<file path="src/core/vpl_defines.svh">
// constants for the vpw link error and delay control block
`ifndef VPL_DEFINES_SVH
`define VPL_DEFINES_SVH

// register byte offsets
`define VPL_OFS_DLY      8'h00
`define VPL_OFS_CTL1     8'h04
`define VPL_OFS_SVR      8'h08
`define VPL_OFS_TXCMD    8'h0c
`define VPL_OFS_STAT     8'h10

// transceiver delay comp fields
`define VPL_DLY_XCVR_BIT 7
`define VPL_DLY_POL_BIT  6
`define VPL_DLY_CODE_RST 4'h7
`define VPL_DLY_POL_RST  1'b1
`define VPL_DLY_XCVR_RST 1'b0

// link control one fields
`define VPL_CTL_IGN_BIT  0
`define VPL_CTL_IE_BIT   1

// status register fields
`define VPL_ST_INV_BIT   0
`define VPL_ST_LOA_BIT   1
`define VPL_ST_STUCK_BIT 2
`define VPL_ST_PEND_BIT  3

// state vector codes
`define VPL_SV_NONE      8'h00
`define VPL_SV_CRC       8'h18
`define VPL_SV_INVSYM    8'h1c
`define VPL_SV_TXERR     8'h20
`define VPL_SV_PASS      8'h20

// timing
`define VPL_CLK_MHZ      20
`define VPL_DLY_BASE_US  9
`define VPL_STUCK_US     2000
`define VPL_STUCK_CYC    (`VPL_STUCK_US * `VPL_CLK_MHZ)

`endif

</file>
<file path="src/core/vpl_pkg.sv">
// types for the vpw link error and delay control block
package vpl_pkg;

    // symbol classes reported by the symbol decoder
    typedef enum logic [2:0] {
        SK_SOF,
        SK_BIT,
        SK_EOD,
        SK_EOF,
        SK_BREAK,
        SK_INVALID,
        SK_IDLE
    } vpl_sym_e;

    // error handling states
    typedef enum logic [2:0] {
        ST_IDLE,
        ST_TX_SOF,
        ST_FRAME,
        ST_WAIT_EOF,
        ST_WAIT_IDLE,
        ST_WAIT_SOF
    } vpl_state_e;

endpackage

</file>
<file path="src/core/vpl_rx_cond.sv">
// receive pin synchroniser with polarity selection
`timescale 1ns/100ps
`default_nettype none

module vpl_rx_cond (
    input  wire logic hclk,
    input  wire logic hresetn,
    input  wire logic rx_pin,
    input  wire logic receive_polarity,
    output logic      bus_active
);

    logic sync1_ff;   // first stage, read only by stage two
    logic sync2_ff;   // second stage
    logic sync3_ff;   // third stage
    logic level_ff;   // filtered pin level

    // three stage synchroniser
    always_ff @(posedge hclk or negedge hresetn) begin
        if (!hresetn) begin
            sync1_ff <= 1'b0;
            sync2_ff <= 1'b0;
            sync3_ff <= 1'b0;
        end else begin
            sync1_ff <= rx_pin;
            sync2_ff <= sync1_ff;
            sync3_ff <= sync2_ff;
        end
    end

    // level follows only when stages two and three agree
    always_ff @(posedge hclk or negedge hresetn) begin
        if (!hresetn) begin
            level_ff <= 1'b0;
        end else if (sync2_ff == sync3_ff) begin
            level_ff <= sync3_ff;
        end
    end

    // inverting transceivers need the level flipped
    always_ff @(posedge hclk or negedge hresetn) begin
        if (!hresetn) begin
            bus_active <= 1'b0;
        end else begin
            bus_active <= receive_polarity ? level_ff : ~level_ff;
        end
    end

endmodule

`default_nettype wire

</file>
<file path="src/core/vpl_err_ctrl.sv">
// bus error handling, delay compensation and ignore-message control
`timescale 1ns/100ps
`default_nettype none
`include "vpl_defines.svh"

// Overview of operation
// - off-boundary eod or eof is framing error
// - active symbol during own eod is framing
// - bus held active defers any transmission
// - no sof drive: tx error, idle till command
// - faults gone means normal operation resumes
// - break raises invalid symbol, svr read clears
// - after break wait idle then sof
// - break recognised on receive, never sent
// - own transmit error: invalid symbol, stop
// - crc mismatch: crc irq, wait for eof
// - noise while sending aborts at once
// - framing error: invalid symbol, wait eof
// - stuck high: invalid symbol, eof, maybe loa
// - stuck low: invalid symbol flag, need eof
// - delay default 16 us, 9 to 24
// - delay register written once per reset
// - transceiver select 1 onchip, 0 external
// - receive polarity 1 true, 0 inverted
// - delay code maps linearly to microseconds
// - ignore masks irqs except tx error, holds status, discards
// - ignore clears on sof or break
// - irq enable gates requests, pending persists
module vpl_err_ctrl #(
    parameter int STUCK_CYC = `VPL_STUCK_CYC
) (
    input  wire logic        hclk,
    input  wire logic        hresetn,
    input  wire logic        hsel,
    input  wire logic [7:0]  haddr,
    input  wire logic [1:0]  htrans,
    input  wire logic        hwrite,
    input  wire logic [2:0]  hsize,
    input  wire logic [31:0] hwdata,
    input  wire logic        hready,
    output logic             hreadyout,
    output logic             hresp,
    output logic [31:0]      hrdata,
    input  wire logic        rx_pin,
    input  wire logic        sym_valid,
    input  wire vpl_pkg::vpl_sym_e sym_kind,
    input  wire logic        sym_on_boundary,
    input  wire logic        crc_fail,
    input  wire logic        tx_start,
    input  wire logic        tx_sending_eod,
    input  wire logic        tx_bad_bit,
    output logic             bus_active_out,
    output logic             tx_grant,
    output logic             tx_abort,
    output logic             rx_ignore,
    output logic [8:0]       delay_cycles,
    output logic             irq
);

    // delay in cycles for a 4-bit offset code
    function automatic logic [8:0] dly_cyc(input logic [3:0] code);
        logic [8:0] us;
        us = 9'(`VPL_DLY_BASE_US) + {5'h00, code};
        dly_cyc = 9'(us * 9'(`VPL_CLK_MHZ));
    endfunction

    logic               bus_active;     // conditioned receive level
    logic               dphase_ff;      // write data phase pending
    logic [7:0]         waddr_ff;       // latched write address
    logic [3:0]         dcode_ff;       // delay offset code
    logic               dpol_ff;        // receive polarity
    logic               dxcvr_ff;       // onchip transceiver select
    logic               dwritten_ff;    // delay register locked
    logic               ignore_ff;      // ignore message bit
    logic               ie_ff;          // irq enable bit
    logic [7:0]         svr_ff;         // state vector code
    logic               inv_ff;         // invalid symbol status
    logic               loa_ff;         // lost arbitration status
    logic               pend_ff;        // cpu transmission request
    logic [15:0]        stuck_cnt_ff;   // bus active run length
    logic [8:0]         sof_cnt_ff;     // sof drive timeout
    vpl_pkg::vpl_state_e state_ff;      // error handling state
    vpl_pkg::vpl_state_e nxt_state;
    logic               rd_svr;         // svr read in address phase
    logic               addr_ok;        // valid address phase
    logic               wr_dly;         // delay register write
    logic               wr_ctl;         // control register write
    logic               wr_cmd;         // tx command write
    logic               stuck;          // bus stuck active
    logic               sym_act;        // active symbol seen
    logic               err_inv;        // invalid symbol event
    logic               err_crc;        // crc event
    logic               err_tx;         // sof could not be driven
    logic               abort_now;      // stop own transmission
    logic [7:0]         nxt_code;       // code offered this cycle

    vpl_rx_cond u_rx_cond (
        .hclk             (hclk),
        .hresetn          (hresetn),
        .rx_pin           (rx_pin),
        .receive_polarity (dpol_ff),
        .bus_active       (bus_active)
    );

    // bus decode; slave ready with okay in every cycle after reset
    assign addr_ok = hsel && hready && htrans[1];
    assign rd_svr  = addr_ok && !hwrite && (haddr == `VPL_OFS_SVR);
    assign wr_dly  = dphase_ff && (waddr_ff == `VPL_OFS_DLY);
    assign wr_ctl  = dphase_ff && (waddr_ff == `VPL_OFS_CTL1);
    assign wr_cmd  = dphase_ff && (waddr_ff == `VPL_OFS_TXCMD) && hwdata[0];

    // address phase capture of writes
    always_ff @(posedge hclk or negedge hresetn) begin
        if (!hresetn) begin
            dphase_ff <= 1'b0;
            waddr_ff  <= 8'h00;
        end else begin
            dphase_ff <= addr_ok && hwrite;
            waddr_ff  <= haddr;
        end
    end

    // read data registered at the address phase; unmapped reads zero
    always_ff @(posedge hclk or negedge hresetn) begin
        if (!hresetn) begin
            hrdata    <= 32'h0000_0000;
            hreadyout <= 1'b0;
            hresp     <= 1'b0;
        end else begin
            hreadyout <= 1'b1;
            hresp     <= 1'b0;
            if (addr_ok && !hwrite) begin
                case (haddr)
                    `VPL_OFS_DLY:   hrdata <= {24'h000000, dxcvr_ff, dpol_ff, 2'b00, dcode_ff};
                    `VPL_OFS_CTL1:  hrdata <= {30'h00000000, ie_ff, ignore_ff};
                    `VPL_OFS_SVR:   hrdata <= {24'h000000, svr_ff};
                    `VPL_OFS_STAT:  hrdata <= {28'h0000000, pend_ff, stuck, loa_ff, inv_ff};
                    default:        hrdata <= 32'h0000_0000;
                endcase
            end else begin
                hrdata <= 32'h0000_0000;
            end
        end
    end

    // delay register: one write per reset, then read-only
    always_ff @(posedge hclk or negedge hresetn) begin
        if (!hresetn) begin
            dcode_ff    <= `VPL_DLY_CODE_RST;
            dpol_ff     <= `VPL_DLY_POL_RST;
            dxcvr_ff    <= `VPL_DLY_XCVR_RST;
            dwritten_ff <= 1'b0;
        end else if (wr_dly && !dwritten_ff) begin
            dcode_ff    <= hwdata[3:0];
            dpol_ff     <= hwdata[`VPL_DLY_POL_BIT];
            dxcvr_ff    <= hwdata[`VPL_DLY_XCVR_BIT];
            dwritten_ff <= 1'b1;
        end
    end

    // delay count handed to the bit timing logic
    always_ff @(posedge hclk or negedge hresetn) begin
        if (!hresetn) begin
            delay_cycles <= dly_cyc(`VPL_DLY_CODE_RST);
        end else begin
            delay_cycles <= dly_cyc(dcode_ff);
        end
    end

    // control bits; software setting ignore wins over the hardware clear
    always_ff @(posedge hclk or negedge hresetn) begin
        if (!hresetn) begin
            ignore_ff <= 1'b0;
            ie_ff     <= 1'b0;
        end else begin
            if (wr_ctl) begin
                ie_ff <= hwdata[`VPL_CTL_IE_BIT];
            end
            if (wr_ctl && hwdata[`VPL_CTL_IGN_BIT]) begin
                ignore_ff <= 1'b1;
            end else if (sym_valid && (sym_kind == vpl_pkg::SK_SOF ||
                                       sym_kind == vpl_pkg::SK_BREAK)) begin
                ignore_ff <= 1'b0;
            end else if (wr_ctl) begin
                ignore_ff <= 1'b0;
            end
        end
    end

    // bus active run length for stuck detection
    always_ff @(posedge hclk or negedge hresetn) begin
        if (!hresetn) begin
            stuck_cnt_ff <= 16'h0000;
        end else if (!bus_active) begin
            stuck_cnt_ff <= 16'h0000;
        end else if (stuck_cnt_ff != 16'(STUCK_CYC)) begin
            stuck_cnt_ff <= stuck_cnt_ff + 16'h0001;
        end
    end
    assign stuck = (stuck_cnt_ff == 16'(STUCK_CYC));

    // error events; a break is only ever received, nothing here sends one
    assign sym_act = sym_valid && (sym_kind == vpl_pkg::SK_BIT ||
                                   sym_kind == vpl_pkg::SK_SOF);
    assign err_tx  = (state_ff == vpl_pkg::ST_TX_SOF) && !bus_active &&
                     (sof_cnt_ff == 9'h000);
    assign err_crc = crc_fail && (state_ff == vpl_pkg::ST_FRAME);
    assign abort_now = (tx_bad_bit && (state_ff == vpl_pkg::ST_FRAME)) ||
                       err_tx;
    always_comb begin
        err_inv = 1'b0;
        if (sym_valid && (sym_kind == vpl_pkg::SK_EOD || sym_kind == vpl_pkg::SK_EOF) &&
            !sym_on_boundary) begin
            err_inv = 1'b1;
        end
        if (tx_sending_eod && sym_act) begin
            err_inv = 1'b1;
        end
        if (sym_valid && (sym_kind == vpl_pkg::SK_BREAK ||
                          sym_kind == vpl_pkg::SK_INVALID)) begin
            err_inv = 1'b1;
        end
        if (abort_now) begin
            err_inv = 1'b1;
        end
        if (stuck && (stuck_cnt_ff == 16'(STUCK_CYC)) && (state_ff != vpl_pkg::ST_WAIT_EOF)) begin
            err_inv = 1'b1;
        end
    end

    // distinct code per error class
    always_comb begin
        nxt_code = `VPL_SV_NONE;
        if (err_tx) begin
            nxt_code = `VPL_SV_TXERR;
        end else if (err_inv) begin
            nxt_code = `VPL_SV_INVSYM;
        end else if (err_crc) begin
            nxt_code = `VPL_SV_CRC;
        end
    end

    // state vector: higher code wins, a read clears, a new event beats the read
    always_ff @(posedge hclk or negedge hresetn) begin
        if (!hresetn) begin
            svr_ff <= `VPL_SV_NONE;
        end else if (ignore_ff && nxt_code != `VPL_SV_PASS) begin
            svr_ff <= `VPL_SV_NONE;
        end else if (nxt_code != `VPL_SV_NONE && (rd_svr || nxt_code >= svr_ff)) begin
            svr_ff <= nxt_code;
        end else if (rd_svr) begin
            svr_ff <= `VPL_SV_NONE;
        end
    end

    // sticky status bits; held at reset while ignoring
    always_ff @(posedge hclk or negedge hresetn) begin
        if (!hresetn) begin
            inv_ff <= 1'b0;
            loa_ff <= 1'b0;
        end else if (ignore_ff) begin
            inv_ff <= 1'b0;
            loa_ff <= 1'b0;
        end else begin
            if (err_inv) begin
                inv_ff <= 1'b1;
            end else if (rd_svr) begin
                inv_ff <= 1'b0;
            end
            if (stuck && pend_ff) begin
                loa_ff <= 1'b1;
            end else if (rd_svr) begin
                loa_ff <= 1'b0;
            end
        end
    end

    // cpu transmission request; an abort drops it until the next command
    always_ff @(posedge hclk or negedge hresetn) begin
        if (!hresetn) begin
            pend_ff <= 1'b0;
        end else if (wr_cmd) begin
            pend_ff <= 1'b1;
        end else if (abort_now || (tx_start && tx_grant)) begin
            pend_ff <= 1'b0;
        end
    end

    // sof drive timeout counts the compensated transceiver delay
    always_ff @(posedge hclk or negedge hresetn) begin
        if (!hresetn) begin
            sof_cnt_ff <= 9'h000;
        end else if (state_ff != vpl_pkg::ST_TX_SOF) begin
            sof_cnt_ff <= delay_cycles;
        end else if (sof_cnt_ff != 9'h000) begin
            sof_cnt_ff <= sof_cnt_ff - 9'h001;
        end
    end

    // error handling sequence
    always_comb begin
        nxt_state = state_ff;
        case (state_ff)
            vpl_pkg::ST_IDLE: begin
                if (tx_start && tx_grant) begin
                    nxt_state = vpl_pkg::ST_TX_SOF;
                end else if (sym_valid && sym_kind == vpl_pkg::SK_SOF) begin
                    nxt_state = vpl_pkg::ST_FRAME;
                end
            end
            vpl_pkg::ST_TX_SOF: begin
                if (bus_active) begin
                    nxt_state = vpl_pkg::ST_FRAME;
                end else if (err_tx) begin
                    nxt_state = vpl_pkg::ST_WAIT_EOF;
                end
            end
            vpl_pkg::ST_FRAME: begin
                if (err_inv || err_crc) begin
                    nxt_state = vpl_pkg::ST_WAIT_EOF;
                end else if (sym_valid && sym_kind == vpl_pkg::SK_EOF) begin
                    nxt_state = vpl_pkg::ST_IDLE;
                end
            end
            vpl_pkg::ST_WAIT_EOF: begin
                if (sym_valid && sym_kind == vpl_pkg::SK_EOF && !stuck) begin
                    nxt_state = vpl_pkg::ST_IDLE;
                end
            end
            vpl_pkg::ST_WAIT_IDLE: begin
                if (sym_valid && sym_kind == vpl_pkg::SK_IDLE) begin
                    nxt_state = vpl_pkg::ST_WAIT_SOF;
                end
            end
            vpl_pkg::ST_WAIT_SOF: begin
                if (sym_valid && sym_kind == vpl_pkg::SK_SOF) begin
                    nxt_state = vpl_pkg::ST_FRAME;
                end
            end
            default: nxt_state = vpl_pkg::ST_IDLE;
        endcase
        if (sym_valid && sym_kind == vpl_pkg::SK_BREAK) begin
            nxt_state = vpl_pkg::ST_WAIT_IDLE;
        end else if (stuck && state_ff != vpl_pkg::ST_WAIT_IDLE &&
                     state_ff != vpl_pkg::ST_WAIT_SOF) begin
            nxt_state = vpl_pkg::ST_WAIT_EOF;
        end
    end

    always_ff @(posedge hclk or negedge hresetn) begin
        if (!hresetn) begin
            state_ff <= vpl_pkg::ST_IDLE;
        end else begin
            state_ff <= nxt_state;
        end
    end

    // registered outputs toward the protocol handler and cpu
    always_ff @(posedge hclk or negedge hresetn) begin
        if (!hresetn) begin
            tx_grant       <= 1'b0;
            tx_abort       <= 1'b0;
            rx_ignore      <= 1'b0;
            bus_active_out <= 1'b0;
            irq            <= 1'b0;
        end else begin
            tx_grant       <= pend_ff && !bus_active && !wr_cmd &&
                              (nxt_state == vpl_pkg::ST_IDLE);
            tx_abort       <= abort_now;
            rx_ignore      <= ignore_ff || (nxt_state == vpl_pkg::ST_WAIT_EOF) ||
                              (nxt_state == vpl_pkg::ST_WAIT_IDLE) ||
                              (nxt_state == vpl_pkg::ST_WAIT_SOF);
            bus_active_out <= bus_active;
            irq            <= ie_ff && (svr_ff != `VPL_SV_NONE) &&
                              (!ignore_ff || svr_ff == `VPL_SV_PASS);
        end
    end

    // no grant while the bus reads active
    a_grant_passive: assert property (@(posedge hclk) disable iff (!hresetn)
        tx_grant |-> $past(!bus_active))
        else $error("grant given while bus active");

    // delay register locks after its first write
    a_dly_once: assert property (@(posedge hclk) disable iff (!hresetn)
        $past(dwritten_ff) |-> $stable(dcode_ff) && $stable(dpol_ff))
        else $error("delay register changed after lock");

    // delay output tracks the code linearly
    a_dly_map: assert property (@(posedge hclk) disable iff (!hresetn)
        delay_cycles == 9'((9'(`VPL_DLY_BASE_US) + {5'h00, $past(dcode_ff)}) * 9'd20))
        else $error("delay cycles do not match code");

    // svr read clears it when no event competes
    a_svr_clear: assert property (@(posedge hclk) disable iff (!hresetn)
        rd_svr && nxt_code == `VPL_SV_NONE && !ignore_ff |=> svr_ff == `VPL_SV_NONE)
        else $error("svr not cleared by read");

    // break leads to waiting for idle bus
    a_break_wait: assert property (@(posedge hclk) disable iff (!hresetn)
        sym_valid && sym_kind == vpl_pkg::SK_BREAK |=> state_ff == vpl_pkg::ST_WAIT_IDLE)
        else $error("break did not enter wait idle");

    // crc failure in a frame gives crc code and waits for eof
    a_crc_code: assert property (@(posedge hclk) disable iff (!hresetn)
        err_crc && !err_inv && !ignore_ff |=> svr_ff >= `VPL_SV_CRC &&
        state_ff == vpl_pkg::ST_WAIT_EOF)
        else $error("crc error not reported");

    // bad bit while sending aborts next cycle
    a_noise_abort: assert property (@(posedge hclk) disable iff (!hresetn)
        tx_bad_bit && state_ff == vpl_pkg::ST_FRAME |=> tx_abort && !pend_ff)
        else $error("noise did not abort transmission");

    // off-boundary eof raises invalid symbol status
    a_frame_err: assert property (@(posedge hclk) disable iff (!hresetn)
        sym_valid && sym_kind == vpl_pkg::SK_EOF && !sym_on_boundary && !ignore_ff
        |=> inv_ff && svr_ff >= `VPL_SV_INVSYM)
        else $error("framing error not flagged");

    // irq off whenever enable is off
    a_irq_gate: assert property (@(posedge hclk) disable iff (!hresetn)
        !$past(ie_ff) |-> !irq)
        else $error("irq raised while disabled");

    // ignore holds status at reset value
    a_ign_hold: assert property (@(posedge hclk) disable iff (!hresetn)
        $past(ignore_ff) |-> !inv_ff && !loa_ff)
        else $error("status moved while ignoring");

endmodule

`default_nettype wire

</file>
<file path="config.mk">
export PLATFORM = sky130hd
export DESIGN_NAME = vpl_err_ctrl
export DESIGN_NICKNAME = d
export VERILOG_FILES = /design/src/core/vpl_pkg.sv /design/src/core/vpl_rx_cond.sv /design/src/core/vpl_err_ctrl.sv
export VERILOG_INCLUDE_DIRS = /design/src /design/src/core
export SDC_FILE = /design/constraint.sdc
export NUM_CORES = 1
export LEC_CHECK = 0
export BUFFER_PORTS_ARGS = -buffer_cell sky130_fd_sc_hd__buf_2
export CAP_MARGIN = 20
export CORE_UTILIZATION = 43
export DETAILED_ROUTE_END_ITERATION = 8
export MAX_ROUTING_LAYER = met4
export PLACE_DENSITY = 0.75
export SKIP_LAST_GASP = 1
export SYNTH_ARGS = -nofsm -noshare
export SYNTH_HDL_FRONTEND = slang
export SYNTH_HIERARCHICAL = 1
export SYNTH_SLANG_ARGS = --single-unit
export TNS_END_PERCENT = 10
</file>
<file path="constraint.sdc">
create_clock -name hclk -period 4.2 [get_ports hclk]
set_input_delay 0.21 -clock hclk [delete_from_list [all_inputs] [get_ports hclk]]
set_output_delay 0.21 -clock hclk [all_outputs]
set_load 0.03 [all_outputs]
</file>
==> out/results.ini <==
[worst_setup_path]
path_class=reg2reg
crit_chain=or3b_2, nor4_4, buf_4, nor3_1, a21boi_4, or2_1, ha_1, nand2b_1, a21o_1, a221o_1, a21boi_0, o22ai_1
arrival_ns=3.68
crit_required_ns=4.48
slowest_stage=or3b_2
cp-start-kind=register
endpoint_kind=register
path_buf_inv=1
crit_family=simple AND/OR/NAND/NOR gates
cpPeakStageDelay_ns=0.68
cp_max_fo=18

[synthesis]
synth_top_family_by_area=simple AND/OR/NAND/NOR gates
synth_compound_area_share_pct=9.621
postSynth.asyncResetShare_pct=100.0
synth-xor-area-share_pct=5.045
synth_top_area_share_pct=45.13
synth_top_cell_by_area=dfrtp_1
synth_cell_type_count=60
yosys_warnings=6
synth_ff_type=dfrtp_1
synth_common_cells=dfrtp_1 (72), nand2_1 (29), buf_4 (28)
synth-simple-area-share_pct=20.09
synth_enable_flop_cells=0
avgSynthCellArea_sq_um=10.62
synthAdderAreaFrac_pct=4.857
syn_inst=376
synthMuxAreaShare_pct=3.949
seq_area_frac_synth_pct=49.08
yosysMostFrequentCell=dfrtp_1
synth_area_sq_um=3993
netlist_top_cells_area=dfrtp_1 (45%), buf_4 (5.3%), ha_1 (4.1%)
ys_ff_latch=78

[grt]
grt_max_degree=79
grt_pass1_wl_um=12810
antenna_found_initial=0
met1_usage_pct=20.18
grt_pass1_vias=2795
grt.overflow.total=0
grt-busiest-layer=met2
grt.met2_usage_pct=28.98
grt_usage_pct=17.57
use_met3_pct=3.937

[run_status]
status=finished, violations left
violations=hold timing

[routing]
wl_um=7618
drtPass1Iterations=7
wl_per_cell_um=13.90
drt.antenna.violating_nets=0
vias=2847
drcViolationCount=0
vias_per_cell=5.195
drt_iter0_markers=121

[cts]
numCtsBuffers=9
clkTransAtPathRegs_ns=0.09
numClockSinks=78
cts_resized=0
cts_hold_repair.buffers=8
cts_root_buffer=clkbuf_8
clk_latency_ns=0.37
cts_tree=done
cts_max_path_buffers=2
cts_setup_buffers=0
cts-htree-levels=3

[sta]
max_freq_ghz=0.2943
maxSlewHeadroom_pct=37.56
layout_setup_ws_ns=0.8026
period_share_pct=80.89
finalSetupTns_ns=0
hold_violations=15
worst_pin_slew_ns=0.9367
slew_viol_final=0
fin_crit_ns=3.397
rsz0062_at_grt=false
finalSetupViolations=0
skew_ns=0.009488
whs_ns=-0.02365

[pwr]
powerDensity_nw_per_um2=498.3
switchingPower_uw=804.0
sw_frac_of_total_pct=35.69
peakVddDrop_mv=0.2479
pwr-share-seq_pct=44.3
p_leak_nw=2.149
internal_power_mw=1.449
pwr-share-comb_pct=29.8
power.share.clock_pct=25.9

[cells_and_area]
area_delta_synth_final_pct=13.22
antenna_cells=0
fin_area_sq_um=4521
fillers=798
drive_gt1_share_pct=19.55
nets=509
post-route-util_pct=51.09

[place]
hpwl_um=5442
post-place-ws_ns=0.8303
place_congestion=0.8399
port_buffers=50
place_area_sq_um=4233

[hold_path]
holdCritPathClass=in2async

[die]
die_h_um=98.36
initial_core_util_pct=45.12
core-area_sq_um=8848
die_w_um=98.36
row_count=34
io_pins=108
dieArea_sq_um=9675

[run]
cap_violations=0

-- final timing paths --
path / start / endpoint / slack (ns) / cells after the start
worst max-delay path: state_ff[0] / svr_ff[4] / 0.80 / 12
worst min-delay path: hresetn / bus_active_out / -0.02 / 1
worst max register to register: state_ff[0] / svr_ff[4] / 0.80 / 12
worst min register to register: u_rx_cond/sync1_ff / u_rx_cond/sync2_ff / 0.36 / 0
max in group asynchronous: hresetn / svr_ff[2] / 3.62 / 1
min in group hclk: hwrite / dphase_ff / 0.07 / 2
-- cell type report --
class | instances | area, sq um | share of cell area [%]
Sequential cell | 78 | 1959 | 43.34
Multi-Input combinational cell | 278 | 1844 | 40.80
Timing Repair Buffer | 59 | 340.3 | 7.528
Clock buffer | 10 | 137.6 | 3.045
Tap cell | 108 | 135.1 | 2.989
Clock inverter | 6 | 70.07 | 1.550
Inverter | 9 | 33.78 | 0.7473
-- power groups by stage --
stage	Combinational, mW	Clock, mW	Sequential [mW]
floorplan	0.512	0	1.02
global placement	0.642	0	1.00
detailed placement	0.664	0	1.01
global route	0.743	0.629	1.02
CTS	0.674	0.600	0.996
finish	0.671	0.584	0.997
-- routing by layer --
layer,vias to the layer above,wire (um)
li1,1377,-
met3,19,369
met5,-,0
met4,0,165
met2,72,3899
met1,1379,3184
-- cells by family (layout without fill, tap and decap cells) --
| group | Yosys count | after routing |
|---|---|---|
| AOI/OAI and AO/OA | 57 | 57 |
| xor gates and xnor gates | 23 | 23 |
| adders and majority gates | 15 | 15 |
| buffers and inverters | 46 | 84 |
| DFF | 78 | 78 |
| muxes | 15 | 15 |
| other | 2 | 28 |
| and+or+nand+nor | 140 | 140 |
-- cells in the final DEF, fill, tap and decap left out, types with 2 or more instances in the layout --
master          n
dfrtp_1        72
buf_2          49
nand2_1        29
conb_1         28
nor2_1         23
and2_1         16
xnor2_1        16
o21ai_0        15
a21oi_1        13
ha_1           13
nand3_1        11
clkbuf_8       10
inv_1           9
mux2i_1         9
dlygate4sd3_1   8
xor2_1          7
nor3_1          6
nand2b_1        6
nor2b_1         6
mux2_2          6
dfstp_2         6
nor4_1          5
and3_1          5
a21boi_0        5
nor4b_1         4
nor3b_1         4
nand4_1         4
or3_1           4
and4b_1         3
a21o_1          3
o31ai_1         3
clkinvlp_4      3
or4_1           2
a2111oi_0       2
o311a_1         2
nor4bb_1        2
o22ai_1         2
a22o_1          2
buf_4           2
-- registers in the layout, summed over array words and instances (netlist names), 3 cells and up --
register	flops
stuck_cnt_ff	16
sof_cnt_ff	9
hrdata	8
waddr_ff	8
delay_cycles	7
dcode_ff	4
state_ff	3
svr_ff	3
-- per-stage QoR --
step	std cells	total power [mW]
final	548	2.253
after global placement	524	1.646
after detailed placement	524	1.674
after floorplan	402	1.529
after global routing	548	2.388
after CTS	548	2.270
Power figures use the tool's default switching activity.
